**config.mk**
```make
export PLATFORM = sky130hd
export DESIGN_NAME = pim_master
export DESIGN_NICKNAME = d
export VERILOG_FILES = /design/src/include/pim_pkg.sv /design/src/hdl/pim_cfg_addr.sv /design/src/hdl/pim_master.sv
export SDC_FILE = /design/constraint.sdc
export NUM_CORES = 1
export LEC_CHECK = 0
export BUFFER_PORTS_ARGS = -buffer_cell sky130_fd_sc_hd__buf_2
export CORE_UTILIZATION = 50
export DETAILED_ROUTE_END_ITERATION = 10
export GPL_TIMING_DRIVEN = 0
export PLACE_DENSITY_LB_ADDON = 0.25
export SLEW_MARGIN = 30
export SYNTH_ARGS = -nofsm -noshare
export SYNTH_HDL_FRONTEND = slang
export SYNTH_SLANG_ARGS = --single-unit
export TNS_END_PERCENT = 100
```
**constraint.sdc**
```tcl
create_clock -name clk -period 2.9 [get_ports clk]
set_input_delay 0.58 -clock clk [delete_from_list [all_inputs] [get_ports clk]]
set_output_delay 0.58 -clock clk [all_outputs]
set_load 0.005 [all_outputs]
```
**src/include/pim_pkg.sv**
```systemverilog
// pim_pkg: constants and carriers for the pci io-read / config-write master
// assumes one 100 mhz clock shared by the host side and the pci side
package pim_pkg;
    localparam logic [3:0] CMD_IO_READ = 4'h2;
    localparam logic [3:0] CMD_CFG_WRITE = 4'hb;
    localparam int BIT_RCVD_MABORT = 29;
    localparam int BIT_RCVD_TABORT = 28;
    localparam logic [2:0] DEVSEL_LIMIT = 3'h5;
    localparam logic [1:0] RETRY_BACKOFF = 2'h2;
    localparam logic [31:0] ALL_ONES = 32'hffffffff;
    localparam logic [1:0] LOW_TYPE0 = 2'h0;
    localparam logic [1:0] LOW_TYPE1 = 2'h1;
    localparam logic [1:0] DECODE_REGION = 2'h3;
    localparam int DECODE_SEL_MAX = 20;
    localparam logic [31:0] RESET_WORD = 32'h00000000;

    typedef enum logic [2:0] {
        ST_IDLE, ST_REQ, ST_ADDR, ST_DATA, ST_TURN, ST_BACKOFF
    } pim_state_type;

    // isCfg=1: configuration write, isCfg=0: i/o read
    typedef struct packed {
        logic isCfg;
        logic cfgType1;
        logic [31:0] addr;
        logic [3:0] byteMask;
        logic [31:0] wdata;
    } pim_req_type;
endpackage
```
**src/hdl/pim_cfg_addr.sv**
```systemverilog
// pim_cfg_addr: configuration address former, direct or one-hot select decode
// assumes a stable host address; purely combinational
`timescale 1ns/1ns
module pim_cfg_addr (
    input wire logic [31:0] hostAddr,
    input wire logic cfgType1,
    output logic decodeMode,
    output logic [31:0] cfgAddr
);
    logic [4:0] sel;
    logic [20:0] selBits;
    logic [31:0] directAddr;
    logic [31:0] decodedAddr;

    assign sel = hostAddr[15:11];
    assign decodeMode = (hostAddr[23:22] == pim_pkg::DECODE_REGION) && !cfgType1;

    // codes above the top select fall out of the compare as all zeros
    genvar i;
    generate
        for (i = 0; i <= pim_pkg::DECODE_SEL_MAX; i++) begin : g_sel
            assign selBits[i] = (sel == 5'(i));
        end
    endgenerate

    assign directAddr = {8'h00, hostAddr[23:2],
                         cfgType1 ? pim_pkg::LOW_TYPE1 : pim_pkg::LOW_TYPE0};
    assign decodedAddr = {selBits, hostAddr[10:2], pim_pkg::LOW_TYPE0};
    assign cfgAddr = decodeMode ? decodedAddr : directAddr;
endmodule

```
**src/hdl/pim_master.sv**
```systemverilog
// pim_master: single-dword pci i/o read and configuration write master
// assumes pci signals synchronous to clk and an external wired bus resolver
`timescale 1ns/1ns
module pim_master (
    input wire logic clk,
    input wire logic rst_n,
    input wire logic hostReqValid,
    output logic hostReqReady,
    input wire pim_pkg::pim_req_type hostReq,
    input wire logic [15:0] ioAddrUpper,
    output logic hostRspValid,
    output logic [31:0] hostRspData,
    input wire logic clrMasterAbort,
    input wire logic clrTargetAbort,
    input wire logic enMasterAbortIrq,
    input wire logic enTargetAbortIrq,
    output logic [31:0] statusBits,
    output logic hostIrq,
    output logic reqN,
    input wire logic gntN,
    input wire logic frameNIn,
    output logic frameNOut,
    output logic frameOe,
    input wire logic irdyNIn,
    output logic irdyNOut,
    output logic irdyOe,
    input wire logic [31:0] adIn,
    output logic [31:0] adOut,
    output logic adOe,
    output logic [3:0] cbeNOut,
    output logic cbeOe,
    input wire logic devselN,
    input wire logic trdyN,
    input wire logic stopN
);
    pim_pkg::pim_state_type state_ff, nxt_state;
    pim_pkg::pim_req_type req_ff;
    logic [2:0] wait_ff;
    logic [1:0] backoff_ff;
    logic mAbort_ff, tAbort_ff;
    logic rspValid_ff;
    logic [31:0] rspData_ff;
    logic decodeMode;
    logic [31:0] cfgAddr;
    logic [31:0] pciAddr;
    logic inData, okEv, retryEv, tAbortEv, mAbortEv, doneEv, busIdle;

    pim_cfg_addr u_cfg_addr (
        .hostAddr(req_ff.addr),
        .cfgType1(req_ff.cfgType1),
        .decodeMode(decodeMode),
        .cfgAddr(cfgAddr)
    );

    assign pciAddr = req_ff.isCfg ? cfgAddr : {ioAddrUpper, req_ff.addr[15:0]};
    assign busIdle = frameNIn && irdyNIn;
    assign inData = (state_ff == pim_pkg::ST_DATA);
    assign okEv = inData && !devselN && !trdyN;
    assign retryEv = inData && !devselN && trdyN && !stopN;
    // stop without devsel can only follow a claim, so it is the abort case
    assign tAbortEv = inData && devselN && !stopN;
    assign mAbortEv = inData && devselN && stopN && (wait_ff == pim_pkg::DEVSEL_LIMIT - 3'h1);
    assign doneEv = okEv || tAbortEv || mAbortEv;

    // only a single data phase is ever issued, so frame drops with the address
    assign hostReqReady = (state_ff == pim_pkg::ST_IDLE);
    assign reqN = !(state_ff == pim_pkg::ST_REQ);
    assign frameOe = (state_ff == pim_pkg::ST_ADDR) || inData || (state_ff == pim_pkg::ST_TURN);
    assign frameNOut = !(state_ff == pim_pkg::ST_ADDR);
    assign irdyOe = frameOe;
    assign irdyNOut = !inData;
    assign cbeOe = (state_ff == pim_pkg::ST_ADDR) || inData;
    assign cbeNOut = (state_ff == pim_pkg::ST_ADDR) ?
                     (req_ff.isCfg ? pim_pkg::CMD_CFG_WRITE : pim_pkg::CMD_IO_READ)
                     : ~req_ff.byteMask;
    assign adOe = (state_ff == pim_pkg::ST_ADDR) || (inData && req_ff.isCfg);
    assign adOut = (state_ff == pim_pkg::ST_ADDR) ? pciAddr : req_ff.wdata;

    always_comb begin
        nxt_state = state_ff;
        case (state_ff)
            pim_pkg::ST_IDLE: begin
                if (hostReqValid) nxt_state = pim_pkg::ST_REQ;
            end
            pim_pkg::ST_REQ: begin
                if (!gntN && busIdle) nxt_state = pim_pkg::ST_ADDR;
            end
            pim_pkg::ST_ADDR: nxt_state = pim_pkg::ST_DATA;
            pim_pkg::ST_DATA: begin
                if (retryEv) nxt_state = pim_pkg::ST_BACKOFF;
                else if (doneEv) nxt_state = pim_pkg::ST_TURN;
            end
            pim_pkg::ST_TURN: nxt_state = pim_pkg::ST_IDLE;
            pim_pkg::ST_BACKOFF: begin
                if (backoff_ff == pim_pkg::RETRY_BACKOFF - 2'h1) begin
                    nxt_state = pim_pkg::ST_REQ;
                end
            end
            default: nxt_state = pim_pkg::ST_IDLE;
        endcase
    end

    always_ff @(posedge clk) begin
        if (!rst_n) begin
            state_ff <= pim_pkg::ST_IDLE;
            req_ff <= '0;
            wait_ff <= 3'h0;
            backoff_ff <= 2'h0;
        end else begin
            state_ff <= nxt_state;
            // request held unchanged so a retry repeats exactly the same command
            if (hostReqValid && hostReqReady) req_ff <= hostReq;
            wait_ff <= inData ? wait_ff + 3'h1 : 3'h0;
            backoff_ff <= (state_ff == pim_pkg::ST_BACKOFF) ? backoff_ff + 2'h1 : 2'h0;
        end
    end

    // write data of an aborted config write is simply never retried
    always_ff @(posedge clk) begin
        if (!rst_n) begin
            rspValid_ff <= 1'b0;
            rspData_ff <= pim_pkg::RESET_WORD;
        end else begin
            rspValid_ff <= doneEv;
            if (okEv && !req_ff.isCfg) begin
                rspData_ff <= adIn;
            end else if ((mAbortEv || tAbortEv) && !req_ff.isCfg) begin
                rspData_ff <= pim_pkg::ALL_ONES;
            end
        end
    end
    assign hostRspValid = rspValid_ff;
    assign hostRspData = rspData_ff;

    // set wins over a clear in the same cycle
    always_ff @(posedge clk) begin
        if (!rst_n) begin
            mAbort_ff <= 1'b0;
            tAbort_ff <= 1'b0;
        end else begin
            mAbort_ff <= mAbortEv || (mAbort_ff && !clrMasterAbort);
            tAbort_ff <= tAbortEv || (tAbort_ff && !clrTargetAbort);
        end
    end

    always_comb begin
        statusBits = '0;
        statusBits[pim_pkg::BIT_RCVD_MABORT] = mAbort_ff;
        statusBits[pim_pkg::BIT_RCVD_TABORT] = tAbort_ff;
    end
    assign hostIrq = (mAbort_ff && enMasterAbortIrq)
                     || (tAbort_ff && enTargetAbortIrq);

    io_cmd_a: assert property (@(posedge clk) disable iff (!rst_n)
        (state_ff == pim_pkg::ST_ADDR && !req_ff.isCfg) |-> cbeNOut == pim_pkg::CMD_IO_READ
        ##1 (inData && cbeNOut == ~req_ff.byteMask && !adOe))
        else $error("io read command or byte enables wrong");
    cfg_cmd_a: assert property (@(posedge clk) disable iff (!rst_n)
        (state_ff == pim_pkg::ST_ADDR && req_ff.isCfg) |-> cbeNOut == pim_pkg::CMD_CFG_WRITE
        ##1 (adOe && adOut == req_ff.wdata && cbeNOut == ~req_ff.byteMask))
        else $error("config write phase wrong");
    retry_repeat_a: assert property (@(posedge clk) disable iff (!rst_n)
        retryEv |=> (state_ff == pim_pkg::ST_BACKOFF && reqN)[*2] ##1 (!reqN && $stable(req_ff)))
        else $error("retry did not re-request same command");
    mabort_read_a: assert property (@(posedge clk) disable iff (!rst_n)
        (mAbortEv && !req_ff.isCfg) |=> hostRspValid && hostRspData == pim_pkg::ALL_ONES
        && statusBits[29])
        else $error("master abort read result wrong");
    tabort_read_a: assert property (@(posedge clk) disable iff (!rst_n)
        (tAbortEv && !req_ff.isCfg) |=> hostRspValid && hostRspData == pim_pkg::ALL_ONES
        && statusBits[28])
        else $error("target abort read result wrong");
    mabort_time_a: assert property (@(posedge clk) disable iff (!rst_n)
        (state_ff == pim_pkg::ST_ADDR ##1 (inData && devselN && stopN)[*5]) |-> mAbortEv
        ##1 statusBits[29])
        else $error("master abort not taken after five cycles");
    abort_drop_a: assert property (@(posedge clk) disable iff (!rst_n)
        ((mAbortEv || tAbortEv) && req_ff.isCfg) |=> !adOe ##1 (hostReqReady && !adOe))
        else $error("aborted config write not dropped");
    direct_addr_a: assert property (@(posedge clk) disable iff (!rst_n)
        (state_ff == pim_pkg::ST_ADDR && req_ff.isCfg && !decodeMode) |->
        adOut[31:24] == 8'h00 && adOut[23:2] == req_ff.addr[23:2]
        && adOut[1:0] == {1'b0, req_ff.cfgType1})
        else $error("direct config address wrong");
    decode_zero_a: assert property (@(posedge clk) disable iff (!rst_n)
        (state_ff == pim_pkg::ST_ADDR && req_ff.isCfg && decodeMode
        && req_ff.addr[15:11] > 5'h14) |-> adOut[31:11] == 21'h000000)
        else $error("high select code not zero");
    decode_onehot_a: assert property (@(posedge clk) disable iff (!rst_n)
        (state_ff == pim_pkg::ST_ADDR && req_ff.isCfg && decodeMode
        && req_ff.addr[15:11] <= 5'h14) |-> adOut[31:11] == (21'h000001 << req_ff.addr[15:11])
        && adOut[10:2] == req_ff.addr[10:2] && adOut[1:0] == 2'h0)
        else $error("decoded select address wrong");
    // the bus is left idle after one data phase so the next owner sees a clean turnaround
    data_phase_a: assert property (@(posedge clk) disable iff (!rst_n)
        inData |-> frameOe && frameNOut && irdyOe && !irdyNOut && cbeOe)
        else $error("single data phase signalling wrong");
    turn_release_a: assert property (@(posedge clk) disable iff (!rst_n)
        (state_ff == pim_pkg::ST_TURN) |-> frameOe && frameNOut && irdyOe && irdyNOut && !adOe
        ##1 (!frameOe && !irdyOe && !cbeOe && hostReqReady))
        else $error("bus not released after the transfer");
    cfg_mabort_a: assert property (@(posedge clk) disable iff (!rst_n)
        (mAbortEv && req_ff.isCfg) |=> hostRspValid && statusBits[29] && $stable(hostRspData))
        else $error("config write master abort handling wrong");
    cfg_tabort_a: assert property (@(posedge clk) disable iff (!rst_n)
        (tAbortEv && req_ff.isCfg) |=> hostRspValid && statusBits[28] && $stable(hostRspData))
        else $error("config write target abort handling wrong");
endmodule

```
======== Yosys cells after proc, flatten, opt, wreduce, memory -nomap -nowiden ========
Index checks and enable logic that the tools add are counted.
word-level totals
  memory bits (read-only) ................. 0
  input port bits ......................... 131
  output and inout port bits .............. 110
  memories ................................ 0
  latch bits .............................. 0
  bits in writable memories ............... 0
  register bits after elaboration ......... 105
  word-level logic and storage cells ...... 106
operators by class
  bitwise logic cells ..................... 1
  reduce and logical (&&, ||, !) cells .... 45
  add/subtract/negate cells ............... 2
  multiply operators ...................... 0
  multiplexer cells ....................... 14
  shift-type cells ........................ 0
  eq/ne operators ......................... 32
  divide/modulo/power cells ............... 0
  magnitude comparators ................... 0
operators with widths
  operator               count
  $mux W32               5
  $eq A5 B4 Y1 const B   8
  $eq A5 B5 Y1 const B   5
  $eq A5 B3 Y1 const B   4
  $logic_and A1 B1 Y1    19
  $mux W3                5
  $pmux W3 S5            1
  $logic_not A1 Y1       11
  $eq A5 B2 Y1 const B   2
  $eq A3 B3 Y1 const B   3
  $logic_or A1 B1 Y1     9
  $mux W4                2
  $eq A3 B2 Y1 const B   2
  $eq A5 B1 Y1 const B   1
  $logic_not A5 Y1       1
  $ne A2 B2 Y1 const B   2
  $not A4 Y4             1
  $reduce_and A2 Y1      2
  $reduce_and A4 Y1      1
  $add A3 B1 Y3 const B  1
  $eq A3 B1 Y1 const B   1
  $logic_not A3 Y1       1
  $ne A3 B1 Y1 const B   1
  $add A2 B1 Y2 const B  1
  other kinds (5)        5

======== Logic depth before layout (Yosys ltp) ========
  depth after elaboration ................. 8
  gate-level depth with buffers ........... 7
  gate-level depth less buffers ........... 6

======== Hierarchy ========
Synthesis repeated with hierarchy kept, for this count alone.
second synthesis, totals
  cells, all modules ...................... 668
  area, all modules ....................... 5418.9 um2
by module, submodules not included
  module        cells each  instances  sequential area each (um2)  area an instance (um2)
  pim_master    600         1          2262.2                      4964.8
  pim_cfg_addr  68          1          0.0                         454.2

======== Least setup slack after synthesis ========
Ideal clock, no wire load.
  path type ............................... register to output
  from .................................... reg state_ff[0]
  to ...................................... out adOut[16]
  data required time ...................... 2.320 ns
  stages on the path, launching flop included .. 7
  arrival time ............................ 1.532 ns
  slack ................................... 0.788 ns
  path buffers ............................ 1
  path through ............................ dfxtp_1 buf_2 nor3b_4 inv_1 a211oi_1 a221oi_1 o21ai_0
on the way
  word-level cells in the longest chain between the ends .. 2
RTL lines
  item                    RTL line           RTL
  from (decl)             pim_master.sv:36   pim_pkg::pim_state_type state_ff, nxt_state;
  from (signal assigned)  pim_master.sv:105  state_ff <= pim_pkg::ST_IDLE;
  from (signal assigned)  pim_master.sv:110  state_ff <= nxt_state;
  $eq A3 B2 Y1            pim_master.sv:77   assign adOut = (state_ff == pim_pkg::ST_ADDR) ? pciAddr : req_ff.wdata;
  $mux W32                pim_master.sv:77
  to (decl)               pim_master.sv:28   output logic [31:0] adOut,
Every way passes these cells.

======== Worst setup path in the final report ========
  from .................................... reg state_ff[0]
  to ...................................... out adOut[27]
The elaborated chain is that of the path after synthesis.

==> summary.txt <==
Status
  • Status: completed

Worst setup path
  • CP Class: flop to primary output
  • Crit start category: flop
  • CP required: 2.32 ns
  • Crit path DAT: 2.22 ns
  • CP endpoint kind: primary output
  • Max FO, Critical Path: 10

Clocking
  • Root buf cell: clkbuf_8
  • Clock sink count: 105
  • Number of CTS-inserted buffers: 9
  • # H-tree levels: 3
  • CTS tree: done
  • Hold-fix buffers, CTS: 0
  • Clock Tree Buf Depth: 2
  • Worst skew pair latency: 0.37 ns
  • Clk pin slew, worst setup/hold paths: 0.09 ns

Die
  • Initial core utilization: 52.4%
  • Row count: 35
  • Core footprint: 9370 um^2
  • Die Height: 101 um
  • Io pins: 241
  • Die ar.: 10200 um^2
  • Die width: 101 um

Global routing
  • Vias in the first global route: 4588
  • Total GRT Usage: 26.6%
  • GRT overflow: 0
  • Initial antenna violation count: 0
  • Largest net degree at the start of global routing: 18
  • First-pass GRT wire length: 21200 um

Synthesis
  • Distinct cell type count after synthesis: 46
  • Synth top area cells: dfxtp_1, nand2_1, a21boi_0
  • Top FF cell, synth: dfxtp_1
  • FFs w/ async S/R, synth: 0%
  • Post-synthesis compound-gate area fraction: 24.0%
  • Synth Area in Adders: 0.764%
  • Post-synth EDFFs: 0
  • Mapped Avg Cell Area: 8.24 um^2
  • Mapped Cells: 596
  • Largest family of logic cells by synthesized area: compound AO/OA/AOI/OAI gates
  • Xor/xnor cell area share of the yosys netlist: 0.178%
  • Synth Warn #: 0
  • Cell Area, Synth: 4910 um^2
  • Post-Synth Simple-Gate Area: 21.5%
  • Post-synthesis mux area share: 0.407%
  • Area share of the largest cell type after synthesis: 42.8%
  • Sequential share of the synthesized area: 42.8%
  • Synth Register Bits: 105
  • Synth area leader: dfxtp_1

STA
  • Final Setup Violations: 0
  • Rel. slew slack: 60.6%
  • Slew @ Worst Pin: 0.591 ns
  • Unrepaired setup endpoints after global routing: true
  • FMAX: 357 MHz
  • Pins Over Slew Limit: 0
  • Final Hold Vio Count: 0
  • Final worst path period need: 2.80 ns
  • Fin crit share: 96.7%
  • Final setup skew: 0.0152 ns
  • Worst hold slack: 0.428 ns

Place
  • RePlAce Congestion: 0.956
  • Post-DP Area: 6190 um^2
  • Post-DP HPWL: 10900 um
  • Port bufs: 201

Job
  • Maxcap violations: 0

Cells and area
  • Area Growth Syn to Fin: 30.6%
  • Diode count: 0
  • Share of layout cells above drive strength 1: 33.1%
  • Filler Cells Inserted: 846
  • Fin area: 6410 um^2
  • Fin nets: 972

Drt
  • Number of remaining DRC errors: 0
  • DR WL/cell: 14.3 um
  • WL final: 13900 um
  • DRT Pass-1 Iters: 5
  • Via density: 5.11
  • DRC marker count from the first detailed-route iteration: 228
  • Via Count: 4963
  • Post-DRT Antenna Nets: 0

Power and ir drop
  • Total power draw: 3.13 mW
  • Power Density: 488 nW/um^2
  • Peak supply drop: 0.308 mV
  • Pleak: 3.01 nW

Hold path
  • Hold crit path type: flop to flop
cell usage in the layout (no fill, tap or decap), types with 3 or more instances in the layout:
| master | Yosys | routed |
|---|---|---|
| buf_2 | 14 | 216 |
| nand2_1 | 169 | 169 |
| dfxtp_1 | 105 | 103 |
| a21boi_0 | 62 | 62 |
| buf_4 | 33 | 35 |
| o221a_1 | 30 | 30 |
| conb_1 | 1 | 30 |
| clkbuf_1 | 26 | 25 |
| nor2_1 | 24 | 24 |
| a21oi_1 | 19 | 19 |
| inv_1 | 10 | 10 |
| o21ai_0 | 10 | 10 |
| clkbuf_8 | 0 | 10 |
| and3_1 | 8 | 8 |
| a221oi_1 | 8 | 8 |
| nand3_1 | 7 | 7 |
| o22ai_1 | 6 | 6 |
| nand2b_1 | 6 | 6 |
| nor3_1 | 6 | 6 |
| or3_1 | 4 | 4 |
| nor3b_1 | 3 | 3 |
| nor2b_1 | 3 | 3 |
| and2_1 | 3 | 3 |
| buf_6 | 3 | 3 |
| ha_1 | 3 | 3 |
sequential cells by signal (all words and copies together) (netlist names):
signal and count:
tAbort_ff 1, req_ff 62, wait_ff 3, mAbort_ff 1
state_ff 3, backoff_ff 2, hostRspData 32, hostRspValid 1
power breakdown:
part	internal [mW]	switching [mW]	total (mW)
logic	0.279	0.336	0.616
registers	1.53	0.0576	1.58
clock network	0.428	0.506	0.934
metal layers:
metal  global-route usage [%]  part of all wire (%)  vias to the layer above
li1                         -                     -                     2469
met5                        0                     0                        -
met3                     5.87                   6.9                       22
met1                     29.7                    39                     2269
met4                     8.14                   1.6                        0
met2                     50.0                    52                      203
cells in the mapped netlist (all sizes together) (6+ instances only):
| master | count |
|---|---|
| nor3 | 6 |
| nand2 | 169 |
| o22ai | 6 |
| and3 | 8 |
| clkbuf | 26 |
| a21boi | 62 |
| dfxtp | 105 |
| nor2 | 24 |
| nand3 | 7 |
| o21ai | 10 |
| nand2b | 6 |
| o221a | 32 |
| inv | 11 |
| a221oi | 8 |
| a21oi | 19 |
| buf | 53 |
through the flow:
step           cells  worst slack, ns  setup TNS, ns  utilization [%]
2_1_floorplan    625            0.788              0                -
3_3_place_gp     955            0.176              0             66.0
3_5_place_dp     955            0.106              0             66.0
4_1_cts          970          0.00593              0             68.3
5_1_grt          972          -0.0382         -0.113             68.5
6_report         972           0.0970              0             68.5
layout make-up:
cell class	count	area, um^2	share of cell area, %
plain buffers	78	459	7.16
repair buffers	203	1020	15.9
multi-input cells	429	2420	37.7
inverters	12	45.0	0.702
clock inverters	5	62.6	0.975
well taps	129	161	2.52
flip-flops and latches	105	2100	32.8
clock buffers	11	141	2.20
path summary, 6_finish.rpt:
| check | end | startpoint | depth (start not counted) | slack [ns] |
|---|---|---|---|---|
| worst max-delay path | adOut[27] | state_ff[0]$_SDFFE_PN0P_ | 6 | 0.1 |
| worst min-delay path | backoff_ff[0]$_SDFF_PN0_ | backoff_ff[0]$_SDFF_PN0_ | 1 | 0.43 |
| worst max register to register | req_ff[16]$_SDFFE_PN0P_ | state_ff[0]$_SDFFE_PN0P_ | 7 | 0.96 |
| worst min register to register | backoff_ff[0]$_SDFF_PN0_ | backoff_ff[0]$_SDFF_PN0_ | 1 | 0.43 |
critical path: stages, from the launching register on:
cell and delay (ns):
dfxtp_1 0.31, buf_2 0.17, nor3b_4 0.30, buf_2 0.30, nand4_1 0.20, o311ai_0 0.40
buf_2 0.19
what timing repair did:
| item | in CTS | in global routing |
|---|---|---|
| endpoints found under the hold margin | 0 | 0 |
| gates cloned | 0 | 0 |
| resized for setup | 3 | 3 |
| setup buffers | 0 | 2 |
| endpoints found under the setup margin | 15 | 19 |
logic make-up (layout without fill, tap and decap cells):
| kind of cell | Yosys count | after routing |
|---|---|---|
| mux | 2 | 2 |
| fa+ha+maj | 3 | 3 |
| flops | 105 | 105 |
| other cells | 1 | 30 |
| simple gates | 244 | 244 |
| buf+inv | 91 | 309 |
| compound gates | 149 | 149 |
| xor+xnor | 1 | 1 |
Power figures use the tool's default switching activity.
